<file path="config.mk">
export PLATFORM = sky130hd
export DESIGN_NAME = hwt_wake_timer
export DESIGN_NICKNAME = d
export VERILOG_FILES = /design/src/rtl/hwt_pkg.sv /design/src/rtl/hwt_slow_sync.sv /design/src/rtl/hwt_prescaler.sv /design/src/rtl/hwt_wake_timer.sv
export VERILOG_INCLUDE_DIRS = /design/src /design/src/rtl
export SDC_FILE = /design/constraint.sdc
export NUM_CORES = 1
export LEC_CHECK = 0
export BUFFER_PORTS_ARGS = -buffer_cell sky130_fd_sc_hd__buf_2
export CAP_MARGIN = 15
export CORE_MARGIN = 2
export CORE_UTILIZATION = 54
export DETAILED_ROUTE_END_ITERATION = 10
export PLACE_DENSITY = 0.9
export SYNTH_ARGS = -nofsm -noshare
export SYNTH_HDL_FRONTEND = slang
export SYNTH_SLANG_ARGS = --single-unit
</file>
<file path="constraint.sdc">
create_clock -name clk_i -period 2.53 [get_ports clk_i]
set_input_delay 0.253 -clock clk_i [delete_from_list [all_inputs] [get_ports clk_i]]
set_output_delay 0.253 -clock clk_i [all_outputs]
set_load 0.02 [all_outputs]
</file>
<file path="src/rtl/hwt_consts.svh">
// hibernation wake timer constants: offsets, fields, resets, timing
// assumes inclusion by the wake timer design and checker files only
`ifndef HWT_CONSTS_SVH
`define HWT_CONSTS_SVH

`define HWT_ADR_W 4
`define HWT_OFF_PRELOAD 4'h0
`define HWT_OFF_CONTROL 4'h4
`define HWT_OFF_COUNT 4'h8
`define HWT_CNT_W 16
`define HWT_RST_PRELOAD 16'h0000
`define HWT_RST_CONTROL 16'h0000
`define HWT_RST_COUNT 16'h0000
`define HWT_CTRL_RES_BIT 0
`define HWT_SLOW_HZ 32768
`define HWT_FINE_STEP_US 30.5
`define HWT_COARSE_STEP_MS 125
`define HWT_COARSE_TICKS ((`HWT_COARSE_STEP_MS * `HWT_SLOW_HZ) / 1000)

`endif

</file>
<file path="src/rtl/hwt_pkg.sv">
// hibernation wake timer types
// assumes hwt_consts.svh for widths
`include "hwt_consts.svh"
package hwt_pkg;
  typedef struct packed {
    logic [`HWT_ADR_W-1:0] adr;
    logic we;
    logic [3:0] sel;
    logic [31:0] dat;
  } hwt_bus_req_t;

  typedef enum logic {
    HWT_RES_FINE,
    HWT_RES_COARSE
  } hwt_res_t;

  typedef enum logic {
    HWT_ST_STOPPED,
    HWT_ST_COUNTING
  } hwt_state_t;
endpackage

</file>
<file path="src/rtl/hwt_slow_sync.sv">
// two-flop synchroniser for the 32 kHz clock with rising-edge pulse
// assumes slow_clk_i is asynchronous to clk_i
module hwt_slow_sync (
  input wire logic clk_i,
  input wire logic rst_i,
  input wire logic ce_i,
  input wire logic slow_clk_i,
  output logic tick_o
);
  logic meta_q;
  logic sync_q;
  logic prev_q;

  always_ff @(posedge clk_i) begin
    if (rst_i) begin
      meta_q <= 1'b0;
      sync_q <= 1'b0;
      prev_q <= 1'b0;
    end else if (ce_i) begin
      meta_q <= slow_clk_i;
      sync_q <= meta_q;
      prev_q <= sync_q;
    end
  end

  assign tick_o = ce_i & sync_q & ~prev_q;
endmodule // hwt_slow_sync

</file>
<file path="src/rtl/hwt_prescaler.sv">
// divides slow clock ticks into count steps for the selected resolution
// assumes tick_i is a one-cycle pulse per 32 kHz period
`include "hwt_consts.svh"

module hwt_prescaler #(
  parameter int COARSE_DIV = `HWT_COARSE_TICKS
) (
  input wire logic clk_i,
  input wire logic rst_i,
  input wire logic ce_i,
  input wire logic restart_i,
  input wire logic tick_i,
  input wire hwt_pkg::hwt_res_t res_i,
  output logic step_o
);
  localparam int DW = (COARSE_DIV > 1) ? $clog2(COARSE_DIV) : 1;
  localparam logic [DW-1:0] LAST = DW'(COARSE_DIV - 1);

  logic [DW-1:0] div_q;

  initial begin
    if (COARSE_DIV < 1) begin
      $error("COARSE_DIV must be at least 1");
    end
  end

  always_ff @(posedge clk_i) begin
    if (rst_i) begin
      div_q <= '0;
    end else if (ce_i) begin
      if (restart_i) begin
        div_q <= '0;
      end else if (tick_i) begin
        if (div_q == LAST) begin
          div_q <= '0;
        end else begin
          div_q <= div_q + 1'b1;
        end
      end
    end
  end

  assign step_o = tick_i & ~restart_i &
    ((res_i == hwt_pkg::HWT_RES_FINE) | (div_q == LAST));
endmodule // hwt_prescaler

</file>
<file path="src/rtl/hwt_wake_timer.sv">
// hibernation wake timer top: wishbone slave, 16-bit down counter
// assumes a 100 MHz clk_i and a free 32 kHz slow clock input
//
// Operation
// - when enabled and the count steps down to zero, a wake pulse is raised.
// - counting is paced by the 32 kHz clock, independent of the main clock.
// - sleep enable inputs never stop or alter counting.
// - clock request is raised for one cycle only, together with the bus acknowledge.
// - a non-zero preload write reloads the counter and starts it.
// - a zero preload write stops the counter with no wake.
// - resolution bit one gives 0.125 s per count step.
// - resolution bit zero gives 30.5 us per count step.
// - the count register reads the live counter value.
// - preload at 00h, control at 04h, count at 08h.
// - the counter is a 16-bit binary down counter.
// - system reset clears preload, control, count and all logic.
`include "hwt_consts.svh"

module hwt_wake_timer #(
  parameter int COARSE_DIV = `HWT_COARSE_TICKS
) (
  input wire logic clk_i,
  input wire logic rst_i,
  input wire logic ce_i,
  input wire logic slow_clk_i,
  input wire logic [1:0] sleep_en_i,
  input wire logic wb_cyc_i,
  input wire logic wb_stb_i,
  input wire logic wb_we_i,
  input wire logic [`HWT_ADR_W-1:0] wb_adr_i,
  input wire logic [3:0] wb_sel_i,
  input wire logic [31:0] wb_dat_i,
  output logic [31:0] wb_dat_o,
  output logic wb_ack_o,
  output logic clk_req_o,
  output logic wake_timer_irq_o
);
  localparam int CW = `HWT_CNT_W;
  localparam logic [1:0] SEL_NONE = 2'h0;
  localparam logic [1:0] SEL_PRELOAD = 2'h1;
  localparam logic [1:0] SEL_CONTROL = 2'h2;
  localparam logic [1:0] SEL_COUNT = 2'h3;

  // bus request as one packed word
  hwt_pkg::hwt_bus_req_t req;

  // timer state
  hwt_pkg::hwt_state_t state_q;
  hwt_pkg::hwt_res_t res_q;
  logic [CW-1:0] start_value_q;
  logic [CW-1:0] count_q;
  logic irq_q;

  // bus answer state
  logic ack_q;
  logic [31:0] rdat_q;
  logic [31:0] rdat_d;
  logic req_q;

  // decode and pacing
  logic access;
  logic wr_preload;
  logic wr_control;
  logic rd_strobe;
  logic [CW-1:0] preload_d;
  logic tick;
  logic step;
  logic last_step;

  // refuse settings the logic cannot serve
  if (COARSE_DIV < 1) begin : g_bad_div
    $error("COARSE_DIV must be at least 1");
  end
  if (CW != 16) begin : g_bad_cw
    $error("count width must be 16 bits");
  end
  if (`HWT_ADR_W < 4) begin : g_bad_adr
    $error("address must reach offset 08h");
  end

  // register select from a byte offset
  function automatic logic [1:0] reg_select(
    input logic [`HWT_ADR_W-1:0] adr
  );
    logic [1:0] s;
    s = SEL_NONE;
    if (adr == `HWT_OFF_PRELOAD) begin
      s = SEL_PRELOAD;
    end else if (adr == `HWT_OFF_CONTROL) begin
      s = SEL_CONTROL;
    end else if (adr == `HWT_OFF_COUNT) begin
      s = SEL_COUNT;
    end
    return s;
  endfunction

  // byte lane merge, lanes 2 and 3 ignored
  function automatic logic [CW-1:0] merge16(input logic [CW-1:0] old,
                                            input logic [31:0] dat,
                                            input logic [3:0] sel);
    logic [CW-1:0] r;
    r = old;
    if (sel[0]) begin
      r[7:0] = dat[7:0];
    end
    if (sel[1]) begin
      r[15:8] = dat[15:8];
    end
    return r;
  endfunction

  assign req = '{adr: wb_adr_i, we: wb_we_i, sel: wb_sel_i, dat: wb_dat_i};
  assign access = wb_cyc_i & wb_stb_i & ~ack_q;
  assign preload_d = merge16(start_value_q, req.dat, req.sel);

  // register decode for writes and reads
  always_comb begin
    wr_preload = 1'b0;
    wr_control = 1'b0;
    rd_strobe = 1'b0;
    if (access) begin
      if (req.we) begin
        if (reg_select(req.adr) == SEL_PRELOAD) begin
          wr_preload = 1'b1;
        end else if (reg_select(req.adr) == SEL_CONTROL) begin
          wr_control = 1'b1;
        end
      end else begin
        rd_strobe = 1'b1;
      end
    end
  end

  // read data mux, unmapped reads zero
  always_comb begin
    rdat_d = 32'h00000000;
    if (reg_select(req.adr) == SEL_PRELOAD) begin
      rdat_d = {16'h0000, start_value_q};
    end else if (reg_select(req.adr) == SEL_CONTROL) begin
      rdat_d = {31'h00000000, res_q == hwt_pkg::HWT_RES_COARSE};
    end else if (reg_select(req.adr) == SEL_COUNT) begin
      rdat_d = {16'h0000, count_q};
    end
  end

  // the step that takes the count from one to zero
  assign last_step = ~wr_preload & step & (count_q == 16'h0001) &
                     (state_q == hwt_pkg::HWT_ST_COUNTING);

  hwt_slow_sync u_sync (
    .clk_i(clk_i),
    .rst_i(rst_i),
    .ce_i(ce_i),
    .slow_clk_i(slow_clk_i),
    .tick_o(tick)
  );

  hwt_prescaler #(
    .COARSE_DIV(COARSE_DIV)
  ) u_presc (
    .clk_i(clk_i),
    .rst_i(rst_i),
    .ce_i(ce_i),
    .restart_i(wr_preload),
    .tick_i(tick),
    .res_i(res_q),
    .step_o(step)
  );

  // bus acknowledge, one cycle after request
  always_ff @(posedge clk_i) begin
    if (rst_i) begin
      ack_q <= 1'b0;
    end else if (ce_i) begin
      ack_q <= access;
    end
  end

  // read data register, holds until the next read
  always_ff @(posedge clk_i) begin
    if (rst_i) begin
      rdat_q <= 32'h00000000;
    end else if (ce_i & rd_strobe) begin
      rdat_q <= rdat_d;
    end
  end

  always_ff @(posedge clk_i) begin
    if (rst_i) begin
      start_value_q <= `HWT_RST_PRELOAD;
    end else if (ce_i & wr_preload) begin
      start_value_q <= preload_d;
    end
  end

  always_ff @(posedge clk_i) begin
    if (rst_i) begin
      res_q <= hwt_pkg::HWT_RES_FINE;
    end else if (ce_i & wr_control & req.sel[0]) begin
      res_q <= req.dat[`HWT_CTRL_RES_BIT] ? hwt_pkg::HWT_RES_COARSE
                                           : hwt_pkg::HWT_RES_FINE;
    end
  end

  // sleep_en_i deliberately not used in counting
  // 16-bit down counter, holds at zero
  always_ff @(posedge clk_i) begin
    if (rst_i) begin
      state_q <= hwt_pkg::HWT_ST_STOPPED;
      count_q <= `HWT_RST_COUNT;
    end else if (ce_i) begin
      if (wr_preload) begin
        count_q <= preload_d;
        state_q <= (preload_d != '0) ? hwt_pkg::HWT_ST_COUNTING
                                     : hwt_pkg::HWT_ST_STOPPED;
      end else begin
        case (state_q)
          hwt_pkg::HWT_ST_STOPPED: begin
            state_q <= hwt_pkg::HWT_ST_STOPPED;
          end
          hwt_pkg::HWT_ST_COUNTING: begin
            if (step) begin
              count_q <= count_q - 1'b1;
            end
            if (last_step) begin
              state_q <= hwt_pkg::HWT_ST_STOPPED;
            end
          end
          default: begin
            state_q <= hwt_pkg::HWT_ST_STOPPED;
          end
        endcase
      end
    end
  end

  always_ff @(posedge clk_i) begin
    if (rst_i) begin
      irq_q <= 1'b0;
    end else if (ce_i) begin
      irq_q <= last_step;
    end
  end

  always_ff @(posedge clk_i) begin
    if (rst_i) begin
      req_q <= 1'b0;
    end else if (ce_i) begin
      req_q <= access;
    end
  end

  assign wb_ack_o = ack_q;
  assign wb_dat_o = rdat_q;
  assign clk_req_o = req_q;
  assign wake_timer_irq_o = irq_q;
endmodule // hwt_wake_timer

</file>
### Word level (Yosys, flattened, before mapping)

Index checks and enable logic that the tools add are counted.

| cells by class | value |
|---|---|
| reduce and logical (&&, ||, !) cells | 7 |
| bitwise logic cells | 19 |
| equal/unequal tests | 9 |
| add/sub/neg operators | 2 |
| multiplexer cells | 36 |

Operators with widths:

| operator | count |
|---|---|
| 2-to-1 mux 16 bit | 6 |
| 2-to-1 mux 12 bit | 3 |
| 2-to-1 mux 2 bit | 11 |
| == test 16 x 1 -> 1 bit (second input constant) | 1 |
| 2-to-1 mux 8 bit | 2 |
| nonzero test 16 bit | 1 |
| subtractor 16 x 1 -> 16 bit (second input constant) | 1 |
| bitwise AND 1 bit | 13 |
| 2-to-1 mux 1 bit | 13 |
| adder 12 x 1 -> 12 bit (second input constant) | 1 |
| == test 12 bit (second input constant) | 1 |
| == test 2 bit (second input constant) | 3 |
| nonzero test 2 bit | 3 |
| inverter 1 bit | 5 |
| == test 2 x 1 -> 1 bit (second input constant) | 2 |
| == test 4 x 3 -> 1 bit (second input constant) | 1 |
| == test 4 bit (second input constant) | 1 |
| logical NOT 4 bit | 1 |
| AND reduction 3 bit | 1 |
| case mux 1 bit (2 select lines) | 1 |
| AND reduction 2 bit | 1 |
| bitwise OR 1 bit | 1 |

| word-level totals | value |
|---|---|
| register bits after elaboration | 83 |
| word-level logic and storage cells | 84 |
| input bits | 49 |
| output and inout port bits | 35 |

### Logic depth before layout (Yosys ltp)

| logic depth | value |
|---|---|
| depth after elaboration | 19 |
| gate-level depth with buffers | 7 |
| mapped depth without buffers | 7 |

### Modules after synthesis

From an unflattened synthesis, not the netlist that was laid out.

| unflattened totals | value |
|---|---|
| cells, all modules | 436 |
| area, all modules | 3628.5 µm² |

By module, submodules not included:

| module | instances | cells each | area each (µm²) | sequential area each (µm²) |
|---|---|---|---|---|
| hwt_wake_timer | 1 | 356 | 2914.0 | 1041.0 |
| hwt_prescaler | 1 | 69 | 608.1 | 240.2 |
| hwt_slow_sync | 1 | 11 | 106.4 | 60.1 |

### Least setup slack after synthesis

No wires, ideal clock.

| path | value |
|---|---|
| kind | flip-flop to flip-flop |
| start | register u_presc.div_q[0] |
| end | register count_q[13] |
| path slack | 0.671 ns |
| buffers on the path | 0 |
| required time | 2.455 ns |
| cell stages (with the launch flop) | 7 |
| library setup time | 0.075 ns |
| arrival | 1.784 ns |
| clock period less this slack | 1.859 ns |
| path through | dfxtp_1 -> ha_1 -> nand4_1 -> o31ai_1 -> nand3_1 -> or4_1 -> a31oi_1 |

| on the way | value |
|---|---|
| longest elaborated chain between the ends | 5 |

Ends and longest elaborated chain:

| item | RTL line | text |
|---|---|---|
| start: declaration | hwt_prescaler.sv:19 | `logic [DW-1:0] div_q;` |
| start signal: assignment | hwt_prescaler.sv:37 | `div_q <= div_q + 1'b1;` |
| == test 12 bit | hwt_prescaler.sv:44 | `((res_i == hwt_pkg::HWT_RES_FINE) \| (div_q == LAST));` |
| bitwise OR 1 bit | hwt_prescaler.sv:44 |  |
| bitwise AND 1 bit | hwt_prescaler.sv:43 | `assign step_o = tick_i & ~restart_i &` |
| nonzero test 2 bit (no source line) | - |  |
| AND reduction 3 bit (no source line) | - |  |
| end signal: assignment | hwt_wake_timer.sv:210 | `` count_q <= `HWT_RST_COUNT; `` |
| end signal: assignment | hwt_wake_timer.sv:213 | `count_q <= preload_d;` |
| end signal: assignment | hwt_wake_timer.sv:223 | `count_q <= count_q - 1'b1;` |
| end: declaration | hwt_wake_timer.sv:51 | `logic [CW-1:0] count_q;` |

Every way passes these cells.
A chain may end at the register's enable or synchronous reset.

### Final worst setup path

Ends and elaborated chain as after synthesis.

==> out/summary.txt <==
Ranking of synthesized cells by area: dfxtp_1 36%, nor2_1 6.7%, a21oi_1 4.2%
Most frequent cells in the layout: 67 x dfxtp_1, 64 x nor2_1, 47 x buf_2
# diodes: 0
Critical R2R Launch: u_presc.div_q[0]
Critical Path RT: 2.80 ns
Remaining global-route overflow: 0
Post-synthesis cell count: 449
Share of cells above drive strength 1: 0.203
Seq/Total Area, Yosys: 0.364
Synth Register Bits: 67
Final hold vios: 0
Dpl cell area: 3910 um2
Number of synthesized flops with an enable pin: 0
Setup Viol. Count Final: 0
Nature of the critical path endpoint: register
Startpoint Class: register
Met1 WL: 3840 um
Core ar.: 6680 um2
Reg clk slew, reported paths: 0.07 ns
Worst Max-Slew Pin Slew: 0.758 ns
Distinct cells, synth: 58
Yosys top cell by area: dfxtp_1
Min-delay src: slow_clk_i
Top FF cell, synth: dfxtp_1
H-tree levels: 3
Layout Nets: 540
Bufs on Longest Clock Path: 2
Worst Hold End: u_sync.meta_q
Die X: 86.6 um
CP Launch Point: u_presc.div_q[0]
Die footprint: 7500 um2
Via/cell ratio: 6.39
Status: finished, final reports clean
Vias: 3656
Row Count: 30
Hpwl dp: 6720 um
R2R Path End: count_q[13]
Count of pins over their slew limit: 0
Post-route cell area: 4110 um2
WL final: 9760 um
# Post-CTS Setup Buffers: 0
# fillers: 555
First-pass GRT wire length: 16000 um
# clock sinks: 67
Hold Path Depth: 3
Asr flop ratio synth: 0
Max_cap viols: 0
Hold crit path type: in -> reg
Largest net degree at the start of global routing: 43
Worst r2r path cells: 6
Detail Route Antenna Nets: 0
Drt initial violations: 360
Area added between synthesis and finish: 11.5%
GRT Util Overall: 0.268
Pwr/cell area: 526 nW/um2
Synth top area share: 0.364
Wirelength per Cell: 17.1 um
Kind of critical path: reg -> reg
DRT Pass-1 Iters: 8
Pleak: 1.49 nW
Chip height: 86.6 um
Count of input and output buffers: 47
RSZ-0062 raised after global routing: no
CTS tree: built
Maximum fanout along the worst path: 5
Register area: 1340 um2
VDD IR max: 247 uV
RD Place Congestion: 0.929
DR top layer: met4
Commonest non-fill, non-tap cell in the layout: dfxtp_1
Yosys warnings: 0
Vias in the first global route: 3396
Drc violations: 0
R2R setup slack: 0.23 ns
Post-Syn Area: 3680 um2
Post-route clock period utilization: 0.908
Starting Density: 0.551
Fin Setup TNS: 0 ns
I/O Pins: 84
DR WL met2: 4880 um
Syn avg cell area: 8.20 um2
Final min period: 2.30 ns
Rel. slew slack: 0.494
Max Clock Skew: 0.0134 ns
Clk Latency, worst-skew pair: 0.35 ns
FMAX: 0.435 GHz
Met3 WL post-DR: 747 um
Root buf cell: clkbuf_8
Critical path arrival: 2.56 ns
Multi-input gate area: 2110 um2
Initial antenna violation count: 0
CTS buffer count: 9
[worst max-delay path: stages, from the launching register on]
cell,delay (ns)
dfxtp_1,0.40
ha_1,0.25
nand4_1,0.22
o31ai_1,0.47
nand3_1,0.21
or4_1,0.50
a31oi_1,0.17
[layer usage]
layer | vias up | track usage
met5 | - | 0
met4 | 0 | 0.116
met3 | 29 | 0.0562
met2 | 193 | 0.466
met1 | 1714 | 0.317
li1 | 1720 | -
[where the power goes]
part	total (W)	switching (W)	leakage (nW)	internal (W)
registers	0.00107	0.00000817	0.541	0.00107
logic	0.000206	0.000139	0.856	0.0000667
clock network	0.000880	0.000430	0.0913	0.000450
total	0.00216	0.000577	1.49	0.00158
[cell usage after synthesis, types with 11 or more instances]
library cell,instances
a211oi_1,19
a21oi_1,31
a22oi_1,17
buf_4,19
clkbuf_1,11
dfxtp_1,67
mux2i_1,15
nand2_1,33
nand3_1,15
nor2_1,66
nor3_1,14
o21ai_0,18
[how the worst max path moves through the flow]
stage	endpoint	slack, ns	depth (start not counted)
floorplan	count_q[13]	0.67	6
global placement	count_q[0]	0.34	6
detailed placement	count_q[13]	0.25	6
CTS	count_q[13]	0.23	6
global route	count_q[13]	0.09	6
finish	count_q[13]	0.23	6
[cells by family after synthesis]
family,synth area share
buffers and inverters,0.0822
other,0.00102
flip-flops,0.364
adder cells (fa/ha/maj),0.0102
AND/OR/NAND/NOR,0.235
multiplexers,0.0561
AO/OA/AOI/OAI,0.251
[cell type report]
| type | instances | share of cell area |
|---|---|---|
| clock buffers | 9 | 0.0302 |
| clock inverters | 6 | 0.0165 |
| inverters | 7 | 0.00640 |
| multi-input cells | 346 | 0.514 |
| flip-flops and latches | 67 | 0.327 |
| well taps | 80 | 0.0244 |
| repair buffers | 57 | 0.0817 |
[timing repair]
item | CTS | global route
hold endpoints to repair | 0 | 0
hold buffers | 0 | 0
endpoints found under the setup margin | 0 | 1
resized for setup | 0 | 1
[sequential cells by signal, indices dropped and copies added, names as in the netlist]
register,cells
count_q,16
start_value_q,16
wb_dat_o,16
u_presc.div_q,12
clk_req_o,1
res_q,1
state_q,1
u_sync.meta_q,1
u_sync.prev_q,1
u_sync.sync_q,1
wake_timer_irq_o,1
[metrics by stage]
stage | cells | setup slack, ns | utilization | hold WS, ns | total power (W)
4_1_cts | 572 | 0.228 | 0.614 | 0.157 | 0.00216
2_1_floorplan | 464 | 0.671 | - | 0.393 | 0.00125
5_1_grt | 572 | 0.0886 | 0.615 | 0.190 | 0.00223
3_5_place_dp | 557 | 0.254 | 0.586 | 0.466 | 0.00130
6_report | 572 | 0.233 | 0.615 | 0.155 | 0.00216
3_3_place_gp | 557 | 0.336 | 0.586 | 0.458 | 0.00129
No activity file was read; power rests on OpenSTA's default activity.
